$ cat src/hw/flash_upgrade_and_reload_port_regs.vh
// Constants of the flash upgrade and reload port.
//
// Contract
// - Flash writes allowed only while guard bit is zero.
// - Written byte is shifted serially to flash.
// - Reload write: soft reset, ROM reload, PLL reconfigure.
// - Power-on starts with the event buffer emptied.
// - Power-on loads registers with default values.
// - Boot image chosen by selection jumper at power-on.
// - Firmware replaced by host writes to flash.
// - Software reset location performs a software reset.
`ifndef FLASH_UPGRADE_AND_RELOAD_PORT_REGS_VH
`define FLASH_UPGRADE_AND_RELOAD_PORT_REGS_VH

// ****************************************************************
// Register offsets
// ****************************************************************
`define SOFT_RESET_OFS 16'hEF24
`define FLASH_WRITE_GUARD_OFS 16'hEF2C
`define FLASH_SERIAL_BYTE_OFS 16'hEF30
`define CONFIG_RELOAD_TRIGGER_OFS 16'hEF34

// ****************************************************************
// Fields and reset values
// ****************************************************************
`define GUARD_BIT 0
`define GUARD_RST 1'h1
`define BYTE_RST 8'h00

// ****************************************************************
// Timing
// ****************************************************************
`define SPI_HALF_CYCLES 4'h2
`define SYNC_FILL 2'h3

`endif

$ cat src/hw/flash_upgrade_and_reload_port.v
// Flash upgrade, serial byte port and configuration reload control.
`timescale 1ns/1ps
`include "flash_upgrade_and_reload_port_regs.vh"

module flash_upgrade_and_reload_port (
  input wire clock,
  input wire arst_n,
  input wire clock_en,
  input wire [15:0] reg_addr,
  input wire [31:0] reg_wdata,
  input wire reg_wr,
  input wire reg_rd,
  output reg [31:0] reg_rdata,
  output reg flash_sck,
  output reg flash_mosi,
  output wire flash_cs_n,
  input wire flash_miso,
  output wire flash_busy,
  output reg soft_reset,
  output reg rom_reload,
  output reg pll_reconfig,
  output reg event_buffer_clear,
  input wire image_select_jumper,
  output reg boot_image_backup,
  output reg boot_load_start
);

  // ****************************************************************
  // States
  // ****************************************************************
  localparam [1:0] ST_IDLE = 2'b01;
  localparam [1:0] ST_SHIFT = 2'b10;
  // The serial clock spends HALF system clocks in each level.
  localparam [3:0] HALF = `SPI_HALF_CYCLES;

  reg [1:0] state_reg;
  reg [1:0] state_next;
  reg guard_reg;
  reg [7:0] tx_reg;
  reg [7:0] rx_reg;
  reg [2:0] bit_cnt_reg;
  reg [3:0] div_reg;
  reg [2:0] miso_sync_reg;
  reg [2:0] jump_sync_reg;
  reg miso_val_reg;
  reg boot_done_reg;
  reg miso_hold_reg;
  reg [1:0] sync_fill_reg;

  wire wr_guard;
  wire wr_byte;
  wire wr_soft;
  wire wr_reload;
  wire any_soft;
  wire half_done;
  wire miso_agree;
  wire miso_clean;

  assign wr_guard = reg_wr && (reg_addr == `FLASH_WRITE_GUARD_OFS);
  assign wr_byte = reg_wr && (reg_addr == `FLASH_SERIAL_BYTE_OFS);
  assign wr_soft = reg_wr && (reg_addr == `SOFT_RESET_OFS);
  assign wr_reload = reg_wr && (reg_addr == `CONFIG_RELOAD_TRIGGER_OFS);
  assign any_soft = wr_soft || wr_reload;
  assign half_done = (div_reg == HALF - 4'h1);
  // Chip select follows the guard so a locked flash sees no commands.
  assign flash_cs_n = guard_reg;
  assign flash_busy = state_reg[1];

  // ****************************************************************
  // Next state
  // ****************************************************************
  always @* begin
    state_next = state_reg;
    case (state_reg)
      ST_IDLE: begin
        if (wr_byte && !guard_reg && !any_soft) begin
          state_next = ST_SHIFT;
        end
      end
      ST_SHIFT: begin
        // A reset in mid-byte abandons it; the host must send it again.
        if (any_soft) begin
          state_next = ST_IDLE;
        end else if (half_done && flash_sck && bit_cnt_reg == 3'h7) begin
          state_next = ST_IDLE;
        end
      end
      default: begin
        state_next = ST_IDLE;
      end
    endcase
  end

  // ****************************************************************
  // Registers and serial engine
  // ****************************************************************
  always @(posedge clock or negedge arst_n) begin
    if (!arst_n) begin
      state_reg <= ST_IDLE;
      guard_reg <= `GUARD_RST;
      tx_reg <= `BYTE_RST;
      rx_reg <= `BYTE_RST;
      bit_cnt_reg <= 3'h0;
      div_reg <= 4'h0;
      flash_sck <= 1'b0;
      flash_mosi <= 1'b0;
      miso_val_reg <= 1'b0;
      reg_rdata <= 32'h0000_0000;
      soft_reset <= 1'b0;
      rom_reload <= 1'b0;
      pll_reconfig <= 1'b0;
      event_buffer_clear <= 1'b1;
    end else if (clock_en) begin
      state_reg <= state_next;
      event_buffer_clear <= 1'b0;
      soft_reset <= any_soft;
      rom_reload <= wr_reload;
      pll_reconfig <= wr_reload;
      if (any_soft) begin
        // A cut byte parks the data line low, as on an idle bus.
        guard_reg <= `GUARD_RST;
        flash_sck <= 1'b0;
        flash_mosi <= 1'b0;
        div_reg <= 4'h0;
      end else begin
        if (wr_guard) begin
          guard_reg <= reg_wdata[`GUARD_BIT];
        end
        if (state_reg == ST_IDLE && state_next == ST_SHIFT) begin
          tx_reg <= {reg_wdata[6:0], 1'b0};
          flash_mosi <= reg_wdata[7];
          bit_cnt_reg <= 3'h0;
          div_reg <= 4'h0;
          flash_sck <= 1'b0;
        end else if (state_reg == ST_SHIFT) begin
          div_reg <= half_done ? 4'h0 : div_reg + 4'h1;
          if (half_done) begin
            flash_sck <= ~flash_sck;
            if (flash_sck) begin
              flash_mosi <= tx_reg[7];
              tx_reg <= {tx_reg[6:0], 1'b0};
              bit_cnt_reg <= bit_cnt_reg + 3'h1;
              if (bit_cnt_reg == 3'h7) begin
                flash_mosi <= 1'b0;
              end
            end else begin
              miso_val_reg <= 1'b1;
            end
          end
          // Sample the synchronised data a half period after the edge,
          // which covers the three-flop latency of the input path.
          if (miso_val_reg && half_done && flash_sck) begin
            rx_reg <= {rx_reg[6:0], miso_clean};
            miso_val_reg <= 1'b0;
          end
        end
      end
      // Reads of the byte register return what the flash sent back, so
      // status bytes come through the same port as the written ones.
      if (reg_rd) begin
        case (reg_addr)
          `FLASH_WRITE_GUARD_OFS: reg_rdata <= {31'h0, guard_reg};
          `FLASH_SERIAL_BYTE_OFS: reg_rdata <= {24'h0, rx_reg};
          default: reg_rdata <= 32'h0000_0000;
        endcase
      end
    end
  end

  // ****************************************************************
  // Serial input synchroniser
  // ****************************************************************
  // A level counts only once the last two stages agree, so a disturbed
  // first stage never reaches the received byte.
  assign miso_agree = (miso_sync_reg[2] == miso_sync_reg[1]);
  assign miso_clean = miso_agree ? miso_sync_reg[2] : miso_hold_reg;

  always @(posedge clock or negedge arst_n) begin
    if (!arst_n) begin
      miso_sync_reg <= 3'h0;
      miso_hold_reg <= 1'b0;
    end else if (clock_en) begin
      miso_sync_reg <= {miso_sync_reg[1:0], flash_miso};
      miso_hold_reg <= miso_clean;
    end
  end

  // ****************************************************************
  // Jumper synchroniser and boot image selection
  // ****************************************************************
  // The fill count keeps the reset contents of the chain from being
  // taken for a jumper setting.
  always @(posedge clock or negedge arst_n) begin
    if (!arst_n) begin
      jump_sync_reg <= 3'h0;
      sync_fill_reg <= 2'h0;
    end else if (clock_en) begin
      jump_sync_reg <= {jump_sync_reg[1:0], image_select_jumper};
      if (sync_fill_reg != `SYNC_FILL) begin
        sync_fill_reg <= sync_fill_reg + 2'h1;
      end
    end
  end

  // One start pulse per reset; a later jumper move waits for a reset.
  always @(posedge clock or negedge arst_n) begin
    if (!arst_n) begin
      boot_image_backup <= 1'b0;
      boot_load_start <= 1'b0;
      boot_done_reg <= 1'b0;
    end else if (clock_en) begin
      boot_load_start <= 1'b0;
      // The jumper is caught once, after the synchroniser has filled.
      if (!boot_done_reg && sync_fill_reg == `SYNC_FILL &&
          jump_sync_reg[2] == jump_sync_reg[1]) begin
        boot_image_backup <= jump_sync_reg[2];
        boot_load_start <= 1'b1;
        boot_done_reg <= 1'b1;
      end
    end
  end

endmodule // flash_upgrade_and_reload_port

$ cat config.mk
export PLATFORM = sky130hd
export DESIGN_NAME = flash_upgrade_and_reload_port
export DESIGN_NICKNAME = d
export VERILOG_FILES = /design/src/hw/flash_upgrade_and_reload_port.v
export VERILOG_INCLUDE_DIRS = /design/src /design/src/hw
export SDC_FILE = /design/constraint.sdc
export NUM_CORES = 1
export LEC_CHECK = 0
export BUFFER_PORTS_ARGS = -buffer_cell sky130_fd_sc_hd__buf_4
export CORE_MARGIN = 4
export CORE_UTILIZATION = 25
export DETAILED_ROUTE_END_ITERATION = 12
export GPL_ROUTABILITY_DRIVEN = 0
export REMOVE_ABC_BUFFERS = 1
export SETUP_SLACK_MARGIN = 0.3
export SLEW_MARGIN = 20
export SYNTH_ARGS = -nofsm -noshare
export SYNTH_HDL_FRONTEND = slang
export SYNTH_SLANG_ARGS = --single-unit
export TNS_END_PERCENT = 50
$ cat constraint.sdc
create_clock -name clock -period 3.4 [get_ports clock]
set_input_delay 0.68 -clock clock [delete_from_list [all_inputs] [get_ports clock]]
set_output_delay 0.68 -clock clock [all_outputs]
set_load 0.005 [all_outputs]
; After elaboration in Yosys (flattened, before gate mapping)
; Cells that the tools add are included.
[word_totals]
regBits = 76
in_bits = 55
output_inout_bits = 42
elab_cells = 109
[classes]
addsub = 3
n_eq_ne = 14
n_mux = 34
bitwise = 3
reduce_logical = 35
[op_table]
columns = cell, n
row1 = $eq A16 B16 Y1 const B, 4
row2 = $mux W8, 4
row3 = $mux W1, 17
row4 = $mux W4, 4
row5 = $pmux W8 S2, 1
row6 = $logic_and A1 B1 Y1, 13
row7 = $mux W3, 4
row8 = $reduce_and A2 Y1, 5
row9 = $reduce_and A5 Y1, 2
row10 = $reduce_bool A2 Y1, 5
row11 = $reduce_bool A3 Y1, 3
row12 = $eq A2 B2 Y1 const B, 3
row13 = $mux W2, 3
row14 = $reduce_and A6 Y1, 1
row15 = $add A4 B1 Y4 const B, 1
row16 = $eq A4 B1 Y1 const B, 1
row17 = $pmux W2 S2, 1
row18 = $reduce_and A4 Y1, 1
row19 = $add A3 B1 Y3 const B, 1
row20 = $eq A3 B3 Y1 const B, 1
row21 = $logic_not A1 Y1, 3
row22 = $not A1 Y1, 3
row23 = $reduce_and A3 Y1, 1
row24 = $add A2 B1 Y2 const B, 1
row25 = other kinds (5), 6

; Logic depth before layout (Yosys ltp)
; Gate-level depths: netlist (run 1).
[depth]
word_depth = 11
depth_mapped = 9
depth_no_buf = 8

; Least setup slack after synthesis (run 1)
; No wires, ideal clock.
[synth_timing]
path_kind = input -> register
start = in reg_addr[0]
end = reg rx_reg[4]
setup_time_ps = 128
arrival_time_ps = 2235
t_required_ps = 3272
slack_ps = 1038
cell_stages = 8
n_path_buf = 2
path_cell_list = and4bb_1 > and4_1 > buf_6 > a41oi_4 > or2_1 > buf_6 > nand3_4 > mux2_1
[synth_between]
elab_chain_cells = 11
elab_cells_between_ends = 18
cone_classes = 4 x eq/ne / 3 x mux / 2 x bitwise / 9 x reduce/logical
[synth_rtl]
columns = item, line
row1 = start: declaration, flash_upgrade_and_reload_port.v:9  ; input wire [15:0] reg_addr,
row2 = $eq A16 B16 Y1 (no line), n/a
row3 = $logic_and A1 B1 Y1 (on tied branches), "flash_upgrade_and_reload_port.v:61, flash_upgrade_and_reload_port.v:62"
row4 = $logic_or A1 B1 Y1, flash_upgrade_and_reload_port.v:63  ; assign any_soft = wr_soft || wr_reload;
row5 = $logic_not A1 Y1, flash_upgrade_and_reload_port.v:76  ; if (wr_byte && !guard_reg && !any_soft) begin
row6 = $logic_and A1 B1 Y1, flash_upgrade_and_reload_port.v:76
row7 = $mux W2, flash_upgrade_and_reload_port.v:76
row8 = $pmux W2 S2, flash_upgrade_and_reload_port.v:74  ; case (state_reg)
row9 = $eq A2 B2 Y1, flash_upgrade_and_reload_port.v:129  ; if (state_reg == ST_IDLE && state_next == ST_SHIFT) begin
row10 = $logic_and A1 B1 Y1, flash_upgrade_and_reload_port.v:129
row11 = $not A1 Y1 (no line), n/a
row12 = $reduce_and A5 Y1 (no line) *, n/a
row13 = end signal: assignment, flash_upgrade_and_reload_port.v:102  ; rx_reg <= `BYTE_RST;
row14 = end signal: assignment, flash_upgrade_and_reload_port.v:153  ; rx_reg <= {rx_reg[6:0], miso_clean};
row15 = end: declaration, flash_upgrade_and_reload_port.v:40  ; reg [7:0] rx_reg;
; Mark *: on every way between the ends. The rest lies on a longest branch, timed or not.
; A chain may end at the register's enable or synchronous reset.

; Worst setup path in the final report (run 1)
[layout_timing]
start = reg div_reg[1]
end = reg rx_reg[4]
[layout_between]
elab_chain_cells = 10
elab_cells_between_ends = 12
cone_classes = 2 x eq/ne / 3 x mux / 1 x bitwise / 6 x reduce/logical
[layout_rtl]
columns = item, line
row1 = start: declaration, flash_upgrade_and_reload_port.v:42  ; reg [3:0] div_reg;
row2 = start signal: assignment, flash_upgrade_and_reload_port.v:136  ; div_reg <= half_done ? 4'h0 : div_reg + 4'h1;
row3 = $eq A4 B1 Y1 *, flash_upgrade_and_reload_port.v:64  ; assign half_done = (div_reg == HALF - 4'h1);
row4 = $logic_and A1 B1 Y1 (2 in a row), flash_upgrade_and_reload_port.v:84  ; end else if (half_done && flash_sck && bit_cnt_reg == 3'h7) begin
row5 = $mux W2, flash_upgrade_and_reload_port.v:84
row6 = $mux W2, flash_upgrade_and_reload_port.v:82  ; if (any_soft) begin
row7 = $pmux W2 S2, flash_upgrade_and_reload_port.v:74
row8 = $eq A2 B2 Y1, flash_upgrade_and_reload_port.v:129
row9 = $logic_and A1 B1 Y1, flash_upgrade_and_reload_port.v:129
row10 = $not A1 Y1 (no line), n/a
row11 = $reduce_and A5 Y1 (no line) *, n/a
; Marked as above.

==> results.json, run 1 <==
{
  "final_nets": 357,
  "layout-drive-gt1-share": 0.2838,
  "fin_skew_ns": 0.01523,
  "fp.dieArea_um2": 12540,
  "n_antenna_cell": 0,
  "io_pins": 97,
  "dp_hpwl_um": 4356,
  "cts_root_buf": "clkbuf_8",
  "regToRegSetupSlack_ns": 0.91,
  "synth_top_area_frac": 0.4444,
  "hold_buffers": 0,
  "synth-xor-area-share": 0.006481,
  "synth.distinct_cells": 54,
  "final.period_utilization": 0.7315,
  "synth_simple_gate_area_frac": 0.1685,
  "drv_cap": 0,
  "path_max_fanout": 8,
  "clock-sinks": 51,
  "yosysWarnings": 0,
  "critPathSlowestCell": "nor3_2",
  "leakagePower_nw": 1.615,
  "cp_data_required_time_ns": 3.61,
  "drt_iter0_drc": 61,
  "outcome": "finished, final reports clean",
  "path_cells": "inv_1 > ha_1 > nor3b_2 > and2_1 > nand2_1 > nor3_2 > nand3_4 > mux2_1",
  "slew_violations": 0,
  "start_util": 0.2595,
  "powerDensity_nw_per_um2": 395.2,
  "cts_setup_buffers": 0,
  "setup.worst_path.class": "flip-flop to flip-flop",
  "grt_use_total": 0.09368,
  "holdCritPathClass": "primary input to asynchronous set/reset pin",
  "timing.final.hold_violations": 0,
  "path_buf_inv": 1,
  "totalWireLength_um": 5943,
  "cts-buffers-inserted": 5,
  "antenna_left": 0,
  "synth_cells": 246,
  "grt_pass1_vias": 2026,
  "avgSynthCellArea_um2": 10.99,
  "synth_mux_area_frac": 0.07593,
  "setup_ws_ns": 0.9129,
  "rows": 37,
  "async_flop_share": 1.000,
  "endpoint_kind": "flip-flop",
  "fp.dieW_um": 112.0,
  "vias": 1963,
  "dpl_worst_slack_ns": 0.6400,
  "netlist_area_um2": 2703,
  "synth.most_common_cell": "dfrtp_1",
  "grt_overflow_total": 0,
  "holdWs_ns": 0.3916,
  "wl_per_cell_um": 13.76,
  "coreArea_um2": 10420,
  "dr.pass1.iters": 4,
  "clockBufferDepth": 2,
  "synth_fa_ha_area_frac": 0.03611,
  "slew_headroom": 0.5489,
  "via_per_inst": 4.544,
  "grt_max_degree": 52,
  "max_freq_mhz": 402.1,
  "antenna_found_initial": 0,
  "portBuffers": 48,
  "cts_tree": "done",
  "worst_slew_pin_slew_ns": 0.6766,
  "synth_edf_count": 0,
  "clk_latency_ns": 0.31,
  "grt_pass1_wl_um": 9646,
  "path_clk_slew_ns": 0.10,
  "finalCriticalPeriod_ns": 2.487,
  "htreeDepth": 2,
  "synth_compound_area_frac": 0.1421,
  "synth_top_area_cell": "dfrtp_1",
  "post_cts_resized": 0,
  "slowest_delay_ns": 0.46,
  "synth.top_cells.by_count": "dfrtp_1, buf_4, nand2_1, and3_1, o21ai_0",
  "ir_drop_uv": 147.7,
  "die-height_um": 112.0,
  "setup-tns-final_ns": 0,
  "cp-start-kind": "flip-flop",
  "setup_viol": 0,
  "crit_family": "simple AND/OR/NAND/NOR gates",
  "synthFlopType": "dfrtp_1",
  "synth_top_family_by_area": "simple AND/OR/NAND/NOR gates",
  "synth_seq_cells": 51,
  "arrival_ns": 2.69,
  "area_growth_pct": 18.61,
  "drc": 0,
  "rsz0062_at_grt": "no",
  "seq_area_frac_synth": 0.4736,
  "synth_top_cells_by_area": "dfrtp_1, buf_4, mux2_4"
}
[power breakdown]
| group | internal, W | switching, W |
|---|---|---|
| combinational | 0.0000942 | 0.000112 |
| clock | 0.000167 | 0.000213 |
| sequential | 0.000650 | 0.0000303 |
[logic make-up (layout without fill, tap and decap cells)]
group / Yosys count / in the layout
buffers and inverters: 40 / 67
other: 1 / 24
AO/OA/AOI/OAI: 52 / 52
flip-flops: 51 / 51
adder cells (fa/ha/maj): 8 / 8
AND/OR/NAND/NOR: 76 / 76
XOR/XNOR: 2 / 2
multiplexers: 16 / 16
[layout by cell type, fill, tap and decap left out, drive strengths merged, types with 3 or more instances in the layout]
cell / instances
nand3: 5
clkbuf: 6
a211o: 6
dfrtp: 48
a22o: 9
inv: 10
nand4: 7
dfstp: 3
buf: 50
mux2: 15
nor2: 9
conb: 24
nor3: 4
nand2: 20
and3: 13
o21ai: 13
and2: 3
ha: 7
o2bb2ai: 3
a21oi: 8
[path summary, 6_finish.rpt]
check,start,to,depth (start not counted)
hold / removal,arst_n,tx_reg[4],1
setup reg to reg,div_reg[1],rx_reg[4],8
max in group asynchronous,arst_n,rx_reg[7],1
hold reg to reg,boot_done_reg,boot_done_reg,1
min in group clock,boot_done_reg,boot_done_reg,1
setup / recovery,div_reg[1],rx_reg[4],8
[layer usage]
| layer | global-route usage | share of wire | vias to the layer above |
|---|---|---|---|
| li1 | - | - | 941 |
| met1 | 0.1167 | 0.44 | 946 |
| met2 | 0.1591 | 0.48 | 66 |
| met3 | 0.02283 | 0.062 | 10 |
| met4 | 0.03125 | 0.018 | 0 |
| met5 | 0 | 0 | - |
[through the flow]
| stage | cells | util | total power (W) | area [um^2] |
|---|---|---|---|---|
| floorplan | 238 | - | 0.0008179 | 2564 |
| global placement | 424 | 0.2985 | 0.0008906 | 3109 |
| detailed placement | 424 | 0.2985 | 0.0008990 | 3109 |
| CTS | 432 | 0.3077 | 0.001283 | 3206 |
| global route | 432 | 0.3077 | 0.001341 | 3206 |
| finish | 432 | 0.3077 | 0.001267 | 3206 |
[worst register-to-register path, cell delays in order, from the launching register on]
cell     delay, ns
dfrtp_1       0.41
inv_1         0.08
ha_1          0.13
nor3b_2       0.30
and2_1        0.25
nand2_1       0.13
nor3_2        0.46
nand3_4       0.26
mux2_1        0.36
[area by class of cell]
class | instances | area, um^2
Clock buffer | 6 | 82.58
Clock inverter | 2 | 13.76
Fill cell | 1077 | 7211
Inverter | 9 | 33.78
Multi-Input combinational cell | 178 | 1250
Sequential cell | 51 | 1280
Tap cell | 136 | 170.2
Timing Repair Buffer | 50 | 375.4
Power figures use the tool's default switching activity.
==> run 2, diff against run 1 <==
- clock period: 3.4 -> 2.6 ns (I/O delays scaled with it)
==> run 2 against run 1 <==
  * Clock-buffer cell count rose by 1
  * Core utilization rose by 1.2 points
  * Fmax grew 12%
  * Global-route usage rose by 0.55 points
==> results.json, run 2 (same netlist as run 1, synthesis figures left out) <==
{
  "outcome": "finished, final reports clean",
  "vias": 2039,
  "endpoint_kind": "flip-flop",
  "finalCriticalPeriod_ns": 2.227,
  "fin_skew_ns": 0.01556,
  "cts_root_buf": "clkbuf_8",
  "rsz0062_at_grt": "yes",
  "power_frac_clock": 0.289,
  "clk_latency_ns": 0.31,
  "swShare": 0.2811,
  "via_per_inst": 4.592,
  "clockBufferDepth": 2,
  "timing.final.hold_violations": 0,
  "dp_hpwl_um": 4560,
  "finish.utilization": 0.3202,
  "area_growth_pct": 23.43,
  "cp-start-kind": "flip-flop",
  "path_clk_slew_ns": 0.10,
  "antenna_found_initial": 0,
  "start_util": 0.2595,
  "htreeDepth": 2,
  "worst_slew_pin_slew_ns": 0.6541,
  "cts-buffers-inserted": 5,
  "finalInstanceArea_um2": 3336,
  "drv_cap": 0,
  "setup-tns-final_ns": 0,
  "leakagePower_nw": 1.690,
  "slew_violations": 0,
  "grt_use_total": 0.09917,
  "p_int_w": 0.001219,
  "combPwrFrac": 0.191,
  "post-layout-total-power_w": 0.001695,
  "grt_pass1_wl_um": 10230,
  "portBuffers": 48,
  "arrival_ns": 2.41,
  "path_max_fanout": 9,
  "final.period_utilization": 0.8567,
  "regToRegSetupSlack_ns": 0.37,
  "totalWireLength_um": 6114,
  "layout-drive-gt1-share": 0.3344,
  "antenna_left": 0,
  "final_cell_mix": "buf_4, dfrtp_1, conb_1, nand2_1",
  "clock-sinks": 51,
  "ir_drop_uv": 256.2,
  "setup_viol": 0,
  "final_nets": 369,
  "place_area_um2": 3184,
  "slew_headroom": 0.5639,
  "final_common_cell": "buf_4",
  "drc": 0,
  "holdCritPathClass": "primary input to asynchronous set/reset pin",
  "fp.dieW_um": 112.0,
  "io_pins": 97,
  "dr.pass1.iters": 4,
  "cp_data_required_time_ns": 2.78,
  "wl_per_cell_um": 13.77,
  "pwr-share-seq": 0.520,
  "drt_iter0_drc": 92,
  "coreArea_um2": 10420,
  "power_switching_w": 0.0004766,
  "setup.worst_path.class": "flip-flop to flip-flop",
  "cts_tree": "done",
  "fp.dieArea_um2": 12540,
  "die-height_um": 112.0,
  "grt_max_degree": 52,
  "max_freq_mhz": 449.0,
  "powerDensity_nw_per_um2": 508.2,
  "holdWs_ns": 0.2413,
  "grt_pass1_vias": 2092,
  "n_antenna_cell": 0,
  "rows": 37,
  "grt_overflow_total": 0
}
## run 2: per-layer routing
layer | global-route usage | up-vias | share of wire
met4 | 0.02724 | 0 | 0.013
met5 | 0 | - | 0
met3 | 0.02391 | 6 | 0.049
met2 | 0.1627 | 54 | 0.49
met1 | 0.1310 | 1008 | 0.45
li1 | - | 971 | -
## run 2: final cells by class
class / count / area, um^2
inverter: 9 / 33.78
fill: 1081 / 7081
timing repair buffer: 62 / 469.2
clock inverter: 1 / 8.758
sequential: 51 / 1280
multi-input combinational: 178 / 1287
tap: 136 / 170.2
clock buffer: 7 / 86.33
## run 2: path summary, 6_finish.rpt
path | startpoint | cells after the start | end
hold / removal | arst_n | 1 | div_reg[2]
max in group asynchronous | arst_n | 1 | tx_reg[7]
min in group clock | reg_addr[3] | 2 | flash_cs_n
setup / recovery | state_reg[0] | 8 | tx_reg[6]
hold reg to reg | boot_done_reg | 1 | boot_done_reg
setup reg to reg | state_reg[0] | 8 | tx_reg[6]
## run 2: power groups by stage
stage / logic (W) / clock network (W) / registers, W
finish: 0.000323 / 0.000490 / 0.000882
global route: 0.000372 / 0.000544 / 0.000891
CTS: 0.000308 / 0.000511 / 0.000883
detailed placement: 0.000277 / 0 / 0.000907
global placement: 0.000265 / 0 / 0.000902
floorplan: 0.000175 / 0 / 0.000895
## run 2: per-stage QoR
step           std cells  setup slack (ns)
3_5_place_dp         434            0.2118
6_report             444            0.3726
2_1_floorplan        238            0.3680
3_3_place_gp         434            0.2325
4_1_cts              444            0.3119
5_1_grt              444            0.2591
## run 2: worst max-delay path: stages, from the launching register on
cell,delay (ns)
dfstp_2,0.55
ha_1,0.28
nor2_2,0.14
and2_4,0.16
a41oi_4,0.13
or2_4,0.30
buf_6,0.14
and3_1,0.16
a211o_1,0.26
## run 2: repair_timing
item,4_1_cts,5_1_grt
resized for setup,2,9
hold buffers,0,0
setup endpoints to repair,8,16
buffers inserted,2,0
pin swaps,0,3
